$ cat config.mk
export PLATFORM = sky130hd
export DESIGN_NAME = nrsta_top
export DESIGN_NICKNAME = d
export VERILOG_FILES = /design/src/nrsta_pkg.sv /design/src/nrsta_ref_if.sv /design/src/nrsta_top.sv /design/src/nrsta_ref_select.sv
export SDC_FILE = /design/constraint.sdc
export NUM_CORES = 1
export LEC_CHECK = 0
export ABC_AREA = 0
export BUFFER_PORTS_ARGS = -buffer_cell sky130_fd_sc_hd__clkbuf_2
export CAP_MARGIN = 10
export CORE_MARGIN = 5
export CORE_UTILIZATION = 40
export CTS_CLUSTER_SIZE = 16
export DETAILED_ROUTE_END_ITERATION = 8
export PLACE_DENSITY_LB_ADDON = 0.1
export RECOVER_POWER = 25
export REMOVE_ABC_BUFFERS = 1
export SYNTH_ARGS = -nofsm -noshare
export SYNTH_HDL_FRONTEND = slang
export SYNTH_SLANG_ARGS = --single-unit
$ cat constraint.sdc
create_clock -name clk_in -period 6.6 [get_ports clk_in]
set_input_delay 1.32 -clock clk_in [delete_from_list [all_inputs] [get_ports clk_in]]
set_output_delay 1.32 -clock clk_in [all_outputs]
set_load 0.005 [all_outputs]
$ cat src/nrsta_pkg.sv
// Package with constants shared by the network reference select and timeout action block
package nrsta_pkg;
	// ==========================================================
	// Widths
	// ==========================================================
	localparam int REF_W = 16;
	localparam int NUM_REFS = 6;
	localparam int SRC_W = 3;
	localparam int MODE_W = 2;
	localparam int ACTION_W = 4;
	localparam int DELAY_W = 10;
	localparam int PRESCALE_W = 24;
	localparam int DECEL_W = 16;

	// ==========================================================
	// Reset values and setting limits
	// ==========================================================
	localparam logic [MODE_W-1:0] MODE_RESET = 2'h0;
	localparam logic [MODE_W-1:0] MODE_FIELDBUS = 2'h3;
	localparam logic [ACTION_W-1:0] ACTION_RESET = 4'h0;
	localparam logic [DELAY_W-1:0] DELAY_RESET = 10'h000;
	localparam logic [DELAY_W-1:0] DELAY_MAX_TENTHS = 10'h258;

	// ==========================================================
	// Reference slots, highest priority first
	// ==========================================================
	localparam logic [SRC_W-1:0] SRC_FREQ_PU = 3'h0;
	localparam logic [SRC_W-1:0] SRC_FREQ_HZ = 3'h1;
	localparam logic [SRC_W-1:0] SRC_SPEED = 3'h2;
	localparam logic [SRC_W-1:0] SRC_TORQUE = 3'h3;
	localparam logic [SRC_W-1:0] SRC_TORQUE_CUR = 3'h4;
	localparam logic [SRC_W-1:0] SRC_PID = 3'h5;
	localparam logic [SRC_W-1:0] SRC_NONE = 3'h7;

	// ==========================================================
	// Timeout action codes
	// ==========================================================
	localparam logic [ACTION_W-1:0] ACT_COAST_NOW = 4'h0;
	localparam logic [ACTION_W-1:0] ACT_COAST_DELAY = 4'h1;
	localparam logic [ACTION_W-1:0] ACT_COAST_RETRY = 4'h2;
	localparam logic [ACTION_W-1:0] ACT_IGNORE = 4'h3;
	localparam logic [ACTION_W-1:0] ACT_COAST_LO = 4'h4;
	localparam logic [ACTION_W-1:0] ACT_COAST_HI = 4'h9;
	localparam logic [ACTION_W-1:0] ACT_DECEL_NOW = 4'hA;
	localparam logic [ACTION_W-1:0] ACT_DECEL_DELAY = 4'hB;
	localparam logic [ACTION_W-1:0] ACT_DECEL_RETRY = 4'hC;

	// Decoded reaction classes
	typedef enum {
		NRSTA_CL_COAST_NOW,
		NRSTA_CL_COAST_DELAY,
		NRSTA_CL_COAST_RETRY,
		NRSTA_CL_DECEL_NOW,
		NRSTA_CL_DECEL_DELAY,
		NRSTA_CL_DECEL_RETRY,
		NRSTA_CL_IGNORE
	} nrsta_class_t;

	// ==========================================================
	// Timing: delay unit is one tenth of a second
	// ==========================================================
	localparam longint CLK_PERIOD_NS = 8;
	localparam longint DELAY_UNIT_MS = 100;
	localparam longint NS_PER_MS = 1000000;
	localparam int CYCLES_PER_TENTH = int'((DELAY_UNIT_MS * NS_PER_MS) / CLK_PERIOD_NS);
endpackage

$ cat src/nrsta_ref_if.sv
// Interface carrying the network references to the selector and its choice back
`timescale 1ns/100ps
interface nrsta_ref_if #(
	parameter int W = nrsta_pkg::REF_W,
	parameter int N = nrsta_pkg::NUM_REFS
);
	logic [W-1:0] ref_val [N];
	logic [W-1:0] main_ref;
	logic [nrsta_pkg::SRC_W-1:0] src_idx;
	logic any_nonzero;

	modport sel (input ref_val, output main_ref, output src_idx, output any_nonzero);
	modport top (output ref_val, input main_ref, input src_idx, input any_nonzero);
endinterface // nrsta_ref_if

$ cat src/nrsta_top.sv
// Network reference selection and link timeout reaction for the drive option interface
//
// Behaviour
// RULE_01: Link mode setting holds 0 to 3, resets to 0; 3 means fieldbus control.
// RULE_02: Priority order: per-unit freq, hertz freq, speed, torque, torque current, PID.
// RULE_03: Main reference is the highest-priority non-zero network reference.
// RULE_04: Action 0 or 4 to 9: coast at once and raise network trip on timeout.
// RULE_05: Action 1: wait the delay, then coast and trip; delay 0.0 to 60.0 s.
// RULE_06: Action 2: link restored within delay cancels; else coast and trip.
// RULE_07: Action 3 or 13 to 15: keep running, never raise the network trip.
// RULE_08: Action 10: decelerate at once using decel time, trip only after stopping.
// RULE_09: Action 11: wait the delay, then decelerate, trip once stopped.
// RULE_10: Action 12: restore within delay cancels; else decelerate after delay, then trip.
// RULE_11: Delay kept in tenths of seconds, timer runs from link loss, clears on restore; the timer only clears on restore for actions 2 and 12.
`timescale 1ns/100ps
module nrsta_top #(
	parameter int CYCLES_PER_TENTH = nrsta_pkg::CYCLES_PER_TENTH
) (
	input wire logic clk_in,
	input wire logic nrst_in,
	input wire logic mode_wr_in,
	input wire logic [nrsta_pkg::MODE_W-1:0] bus_link_mode_select_in,
	input wire logic action_wr_in,
	input wire logic [nrsta_pkg::ACTION_W-1:0] timeout_action_select_in,
	input wire logic delay_wr_in,
	input wire logic [nrsta_pkg::DELAY_W-1:0] timeout_delay_time_in,
	input wire logic [nrsta_pkg::DECEL_W-1:0] decel_time_setting_in,
	input wire logic [nrsta_pkg::REF_W-1:0] frequency_ref_per_unit_in,
	input wire logic [nrsta_pkg::REF_W-1:0] frequency_ref_hertz_in,
	input wire logic [nrsta_pkg::REF_W-1:0] speed_command_ref_in,
	input wire logic [nrsta_pkg::REF_W-1:0] torque_command_ref_in,
	input wire logic [nrsta_pkg::REF_W-1:0] torque_current_ref_in,
	input wire logic [nrsta_pkg::REF_W-1:0] pid_command_ref_in,
	input wire logic link_lost_in,
	input wire logic drive_stopped_in,
	input wire logic trip_reset_in,
	output logic [nrsta_pkg::MODE_W-1:0] bus_link_mode_select_out,
	output logic [nrsta_pkg::ACTION_W-1:0] timeout_action_select_out,
	output logic [nrsta_pkg::DELAY_W-1:0] timeout_delay_time_out,
	output logic fieldbus_control_out,
	output logic [nrsta_pkg::REF_W-1:0] main_ref_out,
	output logic [nrsta_pkg::SRC_W-1:0] ref_source_out,
	output logic coast_stop_out,
	output logic decel_stop_out,
	output logic [nrsta_pkg::DECEL_W-1:0] decel_time_out,
	output logic network_error_trip_out,
	output logic timeout_pending_out
);
	// ==========================================================
	// Helper functions
	// ==========================================================
	// Map the action code to its reaction class
	function automatic nrsta_pkg::nrsta_class_t nrsta_classify(
		input logic [nrsta_pkg::ACTION_W-1:0] code
	);
		nrsta_pkg::nrsta_class_t cl;
		cl = nrsta_pkg::NRSTA_CL_IGNORE; // RULE_07
		if (code == nrsta_pkg::ACT_COAST_NOW)
			cl = nrsta_pkg::NRSTA_CL_COAST_NOW; // RULE_04
		else if (code >= nrsta_pkg::ACT_COAST_LO && code <= nrsta_pkg::ACT_COAST_HI)
			cl = nrsta_pkg::NRSTA_CL_COAST_NOW; // RULE_04
		else if (code == nrsta_pkg::ACT_COAST_DELAY)
			cl = nrsta_pkg::NRSTA_CL_COAST_DELAY; // RULE_05
		else if (code == nrsta_pkg::ACT_COAST_RETRY)
			cl = nrsta_pkg::NRSTA_CL_COAST_RETRY; // RULE_06
		else if (code == nrsta_pkg::ACT_DECEL_NOW)
			cl = nrsta_pkg::NRSTA_CL_DECEL_NOW; // RULE_08
		else if (code == nrsta_pkg::ACT_DECEL_DELAY)
			cl = nrsta_pkg::NRSTA_CL_DECEL_DELAY; // RULE_09
		else if (code == nrsta_pkg::ACT_DECEL_RETRY)
			cl = nrsta_pkg::NRSTA_CL_DECEL_RETRY; // RULE_10
		return cl;
	endfunction

	// True for classes where a restored link cancels the pending reaction
	function automatic logic nrsta_is_retry(input nrsta_pkg::nrsta_class_t cl);
		return (cl == nrsta_pkg::NRSTA_CL_COAST_RETRY) || (cl == nrsta_pkg::NRSTA_CL_DECEL_RETRY);
	endfunction

	// True for classes that end in a controlled deceleration
	function automatic logic nrsta_is_decel(input nrsta_pkg::nrsta_class_t cl);
		return (cl == nrsta_pkg::NRSTA_CL_DECEL_NOW) || (cl == nrsta_pkg::NRSTA_CL_DECEL_DELAY)
			|| (cl == nrsta_pkg::NRSTA_CL_DECEL_RETRY);
	endfunction

	// ==========================================================
	// Settings
	// ==========================================================
	logic [nrsta_pkg::MODE_W-1:0] link_mode;
	logic [nrsta_pkg::ACTION_W-1:0] action_sel;
	logic [nrsta_pkg::DELAY_W-1:0] delay_tenths;
	nrsta_pkg::nrsta_class_t action_class;

	// Link mode; the 2-bit field cannot hold anything outside 0 to 3
	always_ff @(posedge clk_in)
	begin
		if (!nrst_in)
			link_mode <= nrsta_pkg::MODE_RESET; // RULE_01
		else if (mode_wr_in)
			link_mode <= bus_link_mode_select_in; // RULE_01
	end

	// Timeout action code; all sixteen codes are legal
	always_ff @(posedge clk_in)
	begin
		if (!nrst_in)
			action_sel <= nrsta_pkg::ACTION_RESET;
		else if (action_wr_in)
			action_sel <= timeout_action_select_in;
	end

	// Delay in tenths; writes above 60.0 s are dropped, old value kept
	always_ff @(posedge clk_in)
	begin
		if (!nrst_in)
			delay_tenths <= nrsta_pkg::DELAY_RESET;
		else if (delay_wr_in && timeout_delay_time_in <= nrsta_pkg::DELAY_MAX_TENTHS)
			delay_tenths <= timeout_delay_time_in; // RULE_05 RULE_11
	end

	assign action_class = nrsta_classify(action_sel);

	// Settings read back
	always_ff @(posedge clk_in)
	begin
		if (!nrst_in)
		begin
			bus_link_mode_select_out <= nrsta_pkg::MODE_RESET;
			timeout_action_select_out <= nrsta_pkg::ACTION_RESET;
			timeout_delay_time_out <= nrsta_pkg::DELAY_RESET;
			fieldbus_control_out <= 1'b0;
		end
		else
		begin
			bus_link_mode_select_out <= link_mode;
			timeout_action_select_out <= action_sel;
			timeout_delay_time_out <= delay_tenths;
			fieldbus_control_out <= (link_mode == nrsta_pkg::MODE_FIELDBUS); // RULE_01
		end
	end

	// ==========================================================
	// Reference selection
	// ==========================================================
	nrsta_ref_if #(.W(nrsta_pkg::REF_W), .N(nrsta_pkg::NUM_REFS)) ref_bus ();

	// Slot order sets the priority, slot 0 highest
	assign ref_bus.ref_val[nrsta_pkg::SRC_FREQ_PU] = frequency_ref_per_unit_in; // RULE_02
	assign ref_bus.ref_val[nrsta_pkg::SRC_FREQ_HZ] = frequency_ref_hertz_in;
	assign ref_bus.ref_val[nrsta_pkg::SRC_SPEED] = speed_command_ref_in;
	assign ref_bus.ref_val[nrsta_pkg::SRC_TORQUE] = torque_command_ref_in;
	assign ref_bus.ref_val[nrsta_pkg::SRC_TORQUE_CUR] = torque_current_ref_in;
	assign ref_bus.ref_val[nrsta_pkg::SRC_PID] = pid_command_ref_in;

	nrsta_ref_select #(.N(nrsta_pkg::NUM_REFS), .W(nrsta_pkg::REF_W)) i_nrsta_ref_select (
		.refs(ref_bus)
	);

	// Network reference only drives the motor under fieldbus control
	always_ff @(posedge clk_in)
	begin
		if (!nrst_in)
		begin
			main_ref_out <= '0;
			ref_source_out <= nrsta_pkg::SRC_NONE;
		end
		else if (link_mode == nrsta_pkg::MODE_FIELDBUS && ref_bus.any_nonzero)
		begin
			main_ref_out <= ref_bus.main_ref; // RULE_03
			ref_source_out <= ref_bus.src_idx;
		end
		else
		begin
			main_ref_out <= '0;
			ref_source_out <= nrsta_pkg::SRC_NONE;
		end
	end

	// ==========================================================
	// Link loss input
	// ==========================================================
	// The link status comes from the network side, so two flops first
	logic link_lost_meta;
	logic link_lost_sync;
	logic link_lost_prev;
	logic timeout_event;

	always_ff @(posedge clk_in)
	begin
		if (!nrst_in)
		begin
			link_lost_meta <= 1'b0;
			link_lost_sync <= 1'b0;
			link_lost_prev <= 1'b0;
		end
		else
		begin
			link_lost_meta <= link_lost_in;
			link_lost_sync <= link_lost_meta;
			link_lost_prev <= link_lost_sync;
		end
	end

	assign timeout_event = link_lost_sync & ~link_lost_prev;

	// ==========================================================
	// Reaction state machine
	// ==========================================================
	typedef enum {
		NRSTA_ST_IDLE,
		NRSTA_ST_WAIT,
		NRSTA_ST_COAST,
		NRSTA_ST_DECEL,
		NRSTA_ST_TRIPPED
	} nrsta_state_t;

	localparam int PRESCALE_BITS = nrsta_pkg::PRESCALE_W;
	localparam logic [PRESCALE_BITS-1:0] PRESCALE_LAST = PRESCALE_BITS'(CYCLES_PER_TENTH - 1);

	nrsta_state_t state;
	nrsta_state_t next_state;
	logic [PRESCALE_BITS-1:0] prescale;
	logic [nrsta_pkg::DELAY_W-1:0] tenths;
	logic delay_done;
	logic reaction_decel;

	// Delay is over once the tenths count reaches the setting; 0.0 s expires at once
	assign delay_done = (tenths >= delay_tenths); // RULE_05 RULE_11

	// Delay timer: runs only while waiting, cleared on every other state
	always_ff @(posedge clk_in)
	begin
		if (!nrst_in || state != NRSTA_ST_WAIT)
		begin
			prescale <= '0; // RULE_11
			tenths <= '0;
		end
		else if (prescale == PRESCALE_LAST)
		begin
			prescale <= '0;
			tenths <= tenths + 1'b1; // RULE_11
		end
		else
			prescale <= prescale + 1'b1;
	end

	// Next-state decode
	always_comb
	begin
		next_state = state;
		case (state)
			NRSTA_ST_IDLE:
			begin
				if (timeout_event)
				begin
					case (action_class)
						nrsta_pkg::NRSTA_CL_COAST_NOW: next_state = NRSTA_ST_COAST; // RULE_04
						nrsta_pkg::NRSTA_CL_DECEL_NOW: next_state = NRSTA_ST_DECEL; // RULE_08
						nrsta_pkg::NRSTA_CL_IGNORE: next_state = NRSTA_ST_IDLE; // RULE_07
						default: next_state = NRSTA_ST_WAIT; // RULE_05 RULE_06 RULE_09 RULE_10
					endcase
				end
			end
			NRSTA_ST_WAIT:
			begin
				// Restore check comes first: for retry actions a link back in time always cancels
				if (nrsta_is_retry(action_class) && !link_lost_sync)
					next_state = NRSTA_ST_IDLE; // RULE_06 RULE_10
				else if (delay_done)
					next_state = reaction_decel ? NRSTA_ST_DECEL : NRSTA_ST_COAST; // RULE_05 RULE_09
			end
			NRSTA_ST_COAST:
				next_state = NRSTA_ST_TRIPPED;
			NRSTA_ST_DECEL:
			begin
				if (drive_stopped_in)
					next_state = NRSTA_ST_TRIPPED; // RULE_08 RULE_09 RULE_10
			end
			NRSTA_ST_TRIPPED:
			begin
				// Trip stays while the link is still down, so a reset cannot hide it
				if (trip_reset_in && !link_lost_sync)
					next_state = NRSTA_ST_IDLE;
			end
			default:
				next_state = NRSTA_ST_IDLE;
		endcase
	end

	// Coast or decel choice is frozen when the wait starts; the retry cancel in the wait still reads the live action
	always_ff @(posedge clk_in)
	begin
		if (!nrst_in)
			reaction_decel <= 1'b0;
		else if (state == NRSTA_ST_IDLE)
			reaction_decel <= nrsta_is_decel(action_class);
	end

	// State register
	always_ff @(posedge clk_in)
	begin
		if (!nrst_in)
			state <= NRSTA_ST_IDLE;
		else
			state <= next_state;
	end

	// ==========================================================
	// Reaction outputs
	// ==========================================================
	// Decoded from next_state so each output is a flop that tracks the state
	always_ff @(posedge clk_in)
	begin
		if (!nrst_in)
		begin
			coast_stop_out <= 1'b0;
			decel_stop_out <= 1'b0;
			network_error_trip_out <= 1'b0;
			timeout_pending_out <= 1'b0;
		end
		else
		begin
			// Coasting trips together with the stop; decel trips only when halted
			coast_stop_out <= (next_state == NRSTA_ST_COAST)
				|| (next_state == NRSTA_ST_TRIPPED && !reaction_decel); // RULE_04 RULE_05 RULE_06
			decel_stop_out <= (next_state == NRSTA_ST_DECEL)
				|| (next_state == NRSTA_ST_TRIPPED && reaction_decel); // RULE_08 RULE_09 RULE_10
			network_error_trip_out <= (next_state == NRSTA_ST_COAST)
				|| (next_state == NRSTA_ST_TRIPPED); // RULE_04 RULE_08
			timeout_pending_out <= (next_state == NRSTA_ST_WAIT);
		end
	end

	// Decel time handed to the ramp every cycle, in every state
	always_ff @(posedge clk_in)
	begin
		if (!nrst_in)
			decel_time_out <= '0;
		else
			decel_time_out <= decel_time_setting_in; // RULE_08
	end
endmodule // nrsta_top

$ cat src/nrsta_ref_select.sv
// Fixed-priority selector picking the main reference among network references
`timescale 1ns/100ps
module nrsta_ref_select #(
	parameter int N = nrsta_pkg::NUM_REFS,
	parameter int W = nrsta_pkg::REF_W
) (
	nrsta_ref_if.sel refs
);
	// ==========================================================
	// Priority chain
	// ==========================================================
	// Chain runs from the lowest slot up so slot 0 overrides everything
	logic [W-1:0] chain_ref [N+1];
	logic [nrsta_pkg::SRC_W-1:0] chain_idx [N+1];
	logic chain_hit [N+1];

	// Tail of the chain: nothing found
	assign chain_ref[N] = '0;
	assign chain_idx[N] = nrsta_pkg::SRC_NONE;
	assign chain_hit[N] = 1'b0;

	// Each stage takes its own slot when non-zero, else passes the lower result
	genvar g;
	generate
		for (g = 0; g < N; g++)
		begin : g_stage
			assign chain_ref[g] = (refs.ref_val[g] != '0) ? refs.ref_val[g] : chain_ref[g+1]; // RULE_03
			assign chain_idx[g] = (refs.ref_val[g] != '0) ? nrsta_pkg::SRC_W'(g) : chain_idx[g+1]; // RULE_02
			assign chain_hit[g] = (refs.ref_val[g] != '0) | chain_hit[g+1];
		end
	endgenerate

	// Head of the chain is the winner
	assign refs.main_ref = chain_ref[0];
	assign refs.src_idx = chain_idx[0];
	assign refs.any_nonzero = chain_hit[0];
endmodule // nrsta_ref_select

## Word-level counts from Yosys, hierarchy flattened

Cells that the tools add are included.

- Output and inout bits: 56
- Logic and storage cells: 112
- Bits in registers: 142
- Bits of input ports: 136

- Reductions and logical operators: 29
- Equality and inequality tests: 22
- $lt $le $gt $ge: 4
- Muxes and demuxes: 27
- Bitwise gates (word level): 7
- Add/sub/neg operators: 2

Operators with widths:

| kind | number |
|---|---|
| 32-bit by 3-bit == test with 1-bit output (second input constant) | 6 |
| 32-bit two-way mux | 5 |
| 32-bit one-hot mux with 5 select lines | 1 |
| 32-bit by 2-bit == test with 1-bit output (second input constant) | 4 |
| 32-bit by 4-bit == test with 1-bit output (second input constant) | 3 |
| 32-bit zero test | 3 |
| 16-bit two-way mux | 6 |
| 16-bit nonzero test | 6 |
| 32-bit by 1-bit == test with 1-bit output (second input constant) | 1 |
| 32-bit by 2-bit inequality test with 1-bit output (second input constant) | 1 |
| 3-bit two-way mux | 9 |
| 24-bit by 1-bit adder with 24-bit output (second input constant) | 1 |
| 24-bit == test (second input constant) | 1 |
| 4-bit == test (second input constant) | 3 |
| 10-bit by 1-bit adder with 10-bit output (second input constant) | 1 |
| 10-bit greater-or-equal comparator | 1 |
| 10-bit <= comparator (second input constant) | 1 |
| 2-bit two-way mux | 4 |
| 1-bit logical AND | 7 |
| 1-bit logical OR | 7 |
| 2-bit one-hot mux with 3 select lines | 1 |
| 1-bit bitwise OR | 5 |
| 4-bit by 1-bit == test with 1-bit output (second input constant) | 1 |
| 4-bit by 2-bit == test with 1-bit output (second input constant) | 1 |
| other kinds (10) | 12 |

## Longest topological paths before layout

Gate-level depths: netlist of the first run.

- Word-level depth: 16
- Mapped depth: 9

## Hierarchy

A second synthesis of the first run with hierarchy kept.

- Cells, all modules: 609
- Area, all modules: 5870.6 um^2

By module, submodules not included:

| module | times used | sequential area each (um^2) | cells each | area an instance (um^2) |
|---|---|---|---|---|
| nrsta_top | 1 | 2842.7 | 476 | 4880.9 |
| nrsta_ref_select | 1 | 0.0 | 133 | 989.7 |

## Worst setup path before layout of the first run

OpenSTA, ideal clock, no wires.

- Path kind: input port to flip-flop
- From: input frequency_ref_hertz_in[2] in the netlist's numbering
- To: register main_ref_out[0] in the netlist's numbering
- Setup time: 0.123 ns
- Cell stages on the path: 8
- Slack: 3.631 ns
- Data arrival time: 2.846 ns
- Required time: 6.477 ns
- Cells stage by stage: nor4_1 > and4_1 > clkbuf_1 > and2_1 > clkbuf_1 > a41oi_2 > clkbuf_1 > nor2b_1

- Word-level cells in the longest chain between the ends: 5

Ends and longest elaborated chain:

| element | RTL line | RTL |
|---|---|---|
| start: declaration | nrsta_top.sv:29 | `input wire logic [nrsta_pkg::REF_W-1:0] frequency_ref_hertz_in,` |
| 16-bit nonzero test * | nrsta_ref_select.sv:27, nrsta_ref_select.sv:29 |  |
| 1-bit bitwise OR (2 in a row) | nrsta_ref_select.sv:29 | `assign chain_hit[g] = (refs.ref_val[g] != '0) \| chain_hit[g+1];` |
| 1-bit logical AND | nrsta_top.sv:167 | `else if (link_mode == nrsta_pkg::MODE_FIELDBUS && ref_bus.any_nonzero)` |
| 2-bit AND reduction (no line) | n/a |  |
| end signal: assignment | nrsta_top.sv:169 | `main_ref_out <= ref_bus.main_ref;` |
| end: declaration | nrsta_top.sv:41 | `output logic [nrsta_pkg::REF_W-1:0] main_ref_out,` |

Every way passes the cells marked *; elsewhere a longest branch is shown, timed or not.
A chain may end at the register's enable or synchronous reset.

## Final worst setup path of the first run

- From: input nrst_in
- To: register prescale[12]

- Word-level cells in the longest chain between the ends: 3

Ends and longest elaborated chain:

| element | RTL line | RTL |
|---|---|---|
| start: declaration | nrsta_top.sv:20 | `input wire logic nrst_in,` |
| 1-bit zero test | n/a |  |
| 1-bit logical OR | nrsta_top.sv:233 | `if (!nrst_in \|\| state != NRSTA_ST_WAIT)` |
| 2-bit OR reduction (no line) | n/a |  |
| end signal: assignment | nrsta_top.sv:244 | `prescale <= prescale + 1'b1;` |
| end: declaration | nrsta_top.sv:222 | `logic [PRESCALE_BITS-1:0] prescale;` |

Every way passes these cells.

==> results of run 1 <==
## state kept, by name (all words and copies together) (netlist names), 2 cells and up
signal / cells
timeout_delay_time_out: 10
action_sel: 4
bus_link_mode_select_out: 2
state: 32
main_ref_out: 16
delay_tenths: 10
timeout_action_select_out: 4
prescale: 24
link_mode: 2
decel_time_out: 16
tenths: 10
ref_source_out: 3
## Yosys cell counts (2+ instances only)
| master | n | area (sq um) |
|---|---|---|
| inv_1 | 28 | 105 |
| nor3b_1 | 4 | 30.0 |
| xor2_1 | 14 | 123 |
| and2_1 | 40 | 250 |
| xnor2_1 | 16 | 140 |
| a31oi_1 | 10 | 62.6 |
| nand2b_1 | 11 | 68.8 |
| nand2_1 | 42 | 158 |
| nor3_1 | 6 | 30.0 |
| dfxtp_1 | 142 | 2840 |
| a221oi_1 | 7 | 61.3 |
| nand3_1 | 12 | 60.1 |
| ha_1 | 12 | 150 |
| nand4_1 | 12 | 75.1 |
| o21bai_1 | 2 | 15.0 |
| a21oi_1 | 27 | 135 |
| buf_2 | 3 | 15.0 |
| nor2_1 | 49 | 184 |
| nor4_1 | 34 | 213 |
| and4_1 | 7 | 61.3 |
| mux2i_1 | 16 | 160 |
| or3_1 | 2 | 12.5 |
| nor2b_1 | 21 | 131 |
| o21ai_0 | 31 | 155 |
| and3_1 | 4 | 25.0 |
| o21a_1 | 2 | 15.0 |
| nor4b_1 | 2 | 17.5 |
| o22ai_1 | 2 | 12.5 |
| a211oi_1 | 10 | 75.1 |
| clkbuf_1 | 20 | 75.1 |
## through the flow
step           std cells  hold WS [ps]  area, sq um  worst slack [ps]
2_1_floorplan        618           412         5730              3650
3_3_place_gp         990           415         6910              2760
3_5_place_dp         990           420         6910              2740
4_1_cts             1022           434         7550              3190
5_1_grt             1022           469         7550              1940
6_report            1022           432         7550              2460
## routing by layer
layer  share of wire (%)  track usage [%]  wire length (microns)  up-vias
li1                    -                -                      -     2562
met1                  42             23.9                   6800     2361
met2                  46             33.1                   7520      216
met3                 9.4             6.64                   1520       23
met4                 2.1             7.27                    337        0
met5                   0                0                      0        -
## how the worst min path moves through the flow
stage | endpoint | slack, ps | cells after the start
after CTS | link_lost_sync | 430 | 1
after floorplan | link_lost_sync | 410 | 1
after global placement | link_lost_sync | 420 | 1
after global routing | link_lost_sync | 470 | 1
final | link_lost_sync | 430 | 1
after detailed placement | link_lost_sync | 420 | 1
## kinds of logic after synthesis
logic type / after synthesis / share of synthesized area [%]
mux: 16 / 2.80
simple gates: 258 / 25.4
other cells: 1 / 0.0656
flops: 142 / 49.7
buf+inv: 52 / 3.48
xor+xnor: 30 / 4.60
compound gates: 102 / 11.1
fa+ha+maj: 13 / 2.80
## report_power, final
group	internal, mW	switching (mW)
combinational	0.0605	0.0615
clock	0.656	0.359
sequential	0.883	0.0102
## layout make-up
type                            instances  area (sq um)  share of cell area (%)
Multi-Input combinational cell        448          2780                    36.8
Clock buffer                           20           457                    6.05
Clock inverter                         12           184                    2.44
Inverter                               28           105                    1.39
Timing Repair Buffer                  192           958                    12.7
Sequential cell                       142          2840                    37.7
Tap cell                              180           225                    2.98
==> summary.md, run 1 <==
| Metric | Value |
|---|---|
| Clock transition at the registers of the reported paths | `60 ps` |
| Crit path top cell by count | `clkbuf_1` |
| # DRC | `0` |
| Post-Route Setup TNS | `0 ps` |
| Vias in the first global route | `roughly 5200` |
| Total I/O pin count | `between 150 and 200` |
| Ys async rst share | `0%` |
| Synthesized area per cell | `roughly 9.3 sq um` |
| Clock Skew | `between 7 and 8 ps` |
| RD Place Congestion | `around 0.95` |
| Final setup violation count | `0` |
| Worst slew pin tran | `1360 ps` |
| RSZ-0062 raised after global routing | `no` |
| Worst setup endpoint | `prescale[12]` |
| CTS sink count | `between 100 and 150` |
| Status | `completed` |
| Crit path required time | `a little under 7000 ps` |
| Die Footprint | `16800 sq um` |
| Worst r2r src | `state[9]` |
| Fmax | `about 240 MHz` |
| H-tree Lvls | `4` |
| Antenna violations before repair | `0` |
| Most frequent cells in the layout | `clkbuf_2 (190), dfxtp_1 (142), nor2_1 (49)` |
| PD cells | `269 nW/um^2` |
| # nets final | `slightly below 1000` |
| Routed len/inst | `~16 microns` |
| Slew Limit Fails | `0` |
| Row cnt | `43` |
| Max-Cap Viols | `0` |
| Starting Density | `about two fifths` |
| Worst path cell trace | `clkbuf_1 -> clkbuf_1 -> nand4_1 -> or2_2 -> nor2_1` |
| Post-cts sizing count | `0` |
| Fill cells | `about 1300` |
| Critical path endpoint category | `flop` |
| Final Critical Period | `4140 ps` |
| CTS tree | `done` |
| Design Power | `slightly above 2 mW` |
| Mapped Cells | `between 600 and 700` |
| Crit path max fanout | `40` |
| Die X | `between 100 and 150 microns` |
| VDD IR max | `between 0.15 and 0.2 mV` |
| Vias per inst | `roughly 5.1` |
| Pin count of the biggest net entering global routing | `41` |
| DRT antenna net count | `0` |
| Setup crit start | `nrst_in` |
| Min-Delay Path Class | `reg2reg` |
| Post-CTS setup buffers | `0` |
| Cell count of the worst reg-to-reg path | `6` |
| DP HPWL | `13.2 mm` |
| LEAKAGE | `~3.2 nW` |
| Max clock buf depth | `2` |
| Register area share after synthesis | `between 40% and 50%` |
| Via count | `5162` |
| Global-route wire length before repair | `25.9 mm` |
| FF-to-FF End | `prescale[12]` |
| Reg2reg setup slack | `between 3000 and 4000 ps` |
| Share of cells above drive strength 1 | `between 20% and 30%` |
| Grt total ovfl | `0` |
| Synthesized area | `around 5700 sq um` |
| Final wirelength | `between 15 and 20 mm` |
| ANT cells | `0` |
| Top FF cell, synth | `dfxtp_1` |
| Port buffer count | `about 190` |
| Post-synthesis register bit count | `between 100 and 150` |
| CTS Hold Bufs | `0` |
| CP Launch Type | `input port` |
| Crit path buf inv count | `2` |
| Num CTS Buffers | `17` |
| GRT Overall Usage | `approximately a fifth` |
| Critical-path top delay cell | `clkbuf_1` |
| WP data arrival | `4480 ps` |
| Yosys warning total | `0` |
| Crit Path Category | `in2reg` |
| Synth-to-layout area growth | `32.1%` |
| Core Util, Final | `between 50% and 60%` |
| Synth cell types | `56` |
| Final hold violations | `0` |
| Die height | `130 microns` |
| Critical path depth | `5` |
| Hold Crit Start | `link_lost_meta` |
| Family with the most delay on the worst path | `simple AND/OR/NAND/NOR gates` |
| 1st-pass router iterations | `4` |
| Initial DRC count | `~190` |
| Number of synthesized flops with an enable pin | `0` |
| Root Buffer | `clkbuf_16` |
| Clock Latency Late Sink | `about 410 ps` |
| Most common cell after layout, fill and taps aside | `clkbuf_2` |
| Max-slew headroom | `9.22%` |
| Max incr delay on CP | `1050 ps` |
| Tcrit/Tclk final | `a little over three fifths` |
| Core area | `between 10000 and 15000 sq um` |
Note: power is estimated with default switching activity, not from simulation.
==> run 2, diff against run 1 <==
==> constraint.sdc (replaced) <==
create_clock -name clk_in -period 3.9 [get_ports clk_in]
set_input_delay 0.78 -clock clk_in [delete_from_list [all_inputs] [get_ports clk_in]]
set_output_delay 0.78 -clock clk_in [all_outputs]
set_load 0.005 [all_outputs]
==> run 2 against run 1 <==
- sequential share of layout area about the same
- clock power increased by 67%
- wire length decreased by 0.40%
- largest power group unchanged
- via count decreased by 0.48%
- cell count increased by 0.29%
- die area unchanged
- register-to-register slack got worse by 2700 ps
- largest cell class unchanged
- global-route usage decreased by 0.28 points
==> summary.md, run 2 (synthesis results as in run 1) <==
| Metric | Value |
|---|---|
| Status | `completed` |
| ANT cells | `0` |
| Max clock buf depth | `2` |
| Share of cells above drive strength 1 | `between 20% and 30%` |
| Root Buffer | `clkbuf_16` |
| RD Place Congestion | `~1.1` |
| Biggest regs | `state (32), prescale (24)` |
| Die height | `~130 microns` |
| H-tree Lvls | `4` |
| # nets final | `just under 1000` |
| RSZ-0062 raised after global routing | `no` |
| Total I/O pin count | `between 150 and 200` |
| Die Footprint | `~17000 sq um` |
| Grt total ovfl | `0` |
| Routed len/inst | `15.7 microns` |
| PD cells | `roughly 450 nW/um^2` |
| DP HPWL | `13.1 mm` |
| Via count | `about 5100` |
| CTS tree | `done` |
| Final hold violations | `0` |
| Final setup violation count | `0` |
| Post-cts sizing count | `0` |
| Max-slew headroom | `a little over a tenth` |
| Most common cell after layout, fill and taps aside | `clkbuf_2` |
| Multi-input logic area | `between 2000 and 3000 sq um` |
| Sw Ratio | `21.5%` |
| Die X | `~130 microns` |
| Clock Skew | `9.92 ps` |
| Biggest register | `state` |
| Logic pwr share | `between 6 and 7%` |
| Starting Density | `between 40% and 50%` |
| Post-CTS setup buffers | `0` |
| Psw | `between 0.7 and 0.8 mW` |
| Fill cells | `about 1300` |
| Crit Path Category | `in2reg` |
| Crit path required time | `about 4200 ps` |
| Vias in the first global route | `between 5000 and 6000` |
| Storage cell area | `about 2800 sq um` |
| Core area | `~14000 sq um` |
| Synth-to-layout area growth | `32.2%` |
| Critical path endpoint category | `flop` |
| # DRC | `0` |
| Pre-CTS setup slack | `781 ps` |
| Seq pwr share | `between 40 and 50%` |
| GRT Overall Usage | `19.6%` |
| Clock transition at the registers of the reported paths | `approximately 60 ps` |
| Port buffer count | `191` |
| Design Power | `3.41 mW` |
| Crit path max fanout | `42` |
| 1st-pass router iterations | `4` |
| Initial DRC count | `about 240` |
| Worst slew pin tran | `1340 ps` |
| Pin count of the biggest net entering global routing | `43` |
| WP data arrival | `around 3100 ps` |
| Global-route wire length before repair | `25.4 mm` |
| Row cnt | `43` |
| Min-Delay Path Class | `reg2reg` |
| Fmax | `approximately 360 MHz` |
| Internal | `about 2.7 mW` |
| CP Launch Type | `input port` |
| CTS sink count | `142` |
| Max-Cap Viols | `0` |
| Final worst-path setup slack | `roughly 1100 ps` |
| DRT antenna net count | `0` |
| CTS Hold Bufs | `0` |
| Final Critical Period | `2780 ps` |
| Vias per inst | `5.01` |
| Num CTS Buffers | `17` |
| Antenna violations before repair | `0` |
| Clock Latency Late Sink | `between 400 and 500 ps` |
| Slew Limit Fails | `0` |
| Power share of the clock group | `49.6%` |
| Largest register FFs | `32` |
| LEAKAGE | `roughly 3.2 nW` |
| Post-Route Setup TNS | `0 ps` |
| VDD IR max | `approximately 0.29 mV` |
| Final wirelength | `about 16 mm` |
| Most frequent cells in the layout | `clkbuf_2 (190), dfxtp_1 (142), nor2_1 (49)` |
| Tcrit/Tclk final | `71.4%` |
-- run 2: worst paths after layout --
path,to,depth (start not counted),slack [ps],from
worst max-delay path,network_error_trip_out,5,1120,nrst_in
worst min-delay path,link_lost_sync,1,440,link_lost_meta
worst max register to register,prescale[20],6,1160,state[9]
worst min register to register,link_lost_sync,1,440,link_lost_meta
-- run 2: worst max-delay path, stage by stage --
cell and delay (ps):
clkbuf_1 450, clkbuf_1 1040, nand2_1 260, o21bai_1 310, o21ai_0 250
-- run 2: through the flow --
stage,instances,hold slack (ps),instance area [sq um],utilization [%]
after global routing,1025,447,7550,54.2
after floorplan,618,412,5730,-
after CTS,1025,450,7560,54.3
after global placement,993,425,6940,49.8
final,1025,442,7550,54.2
after detailed placement,993,440,6940,49.8
-- run 2: layout make-up --
cell class / instances / share of cell area, %
clock buffer: 20 / 5.78
clock inverter: 12 / 2.47
inverter: 28 / 1.39
multi-input combinational: 448 / 36.8
sequential: 142 / 37.6
tap: 180 / 2.98
timing repair buffer: 195 / 13.0
-- run 2: power groups by stage --
stage | logic, mW | registers (mW) | clock network (mW)
2_1_floorplan | 0.0703 | 1.54 | 0
3_3_place_gp | 0.209 | 1.54 | 0
3_5_place_dp | 0.206 | 1.54 | 0
4_1_cts | 0.207 | 1.51 | 1.73
5_1_grt | 0.230 | 1.52 | 1.80
6_report | 0.206 | 1.51 | 1.69
-- run 2: routing by layer --
| layer | GRT usage [%] | part of all wire (%) | vias up |
|---|---|---|---|
| met3 | 5.98 | 9.8 | 39 |
| met2 | 32.5 | 46 | 259 |
| met4 | 9.47 | 3.8 | 0 |
| met1 | 23.0 | 40 | 2271 |
| li1 | - | - | 2568 |
| met5 | 0 | 0 | - |
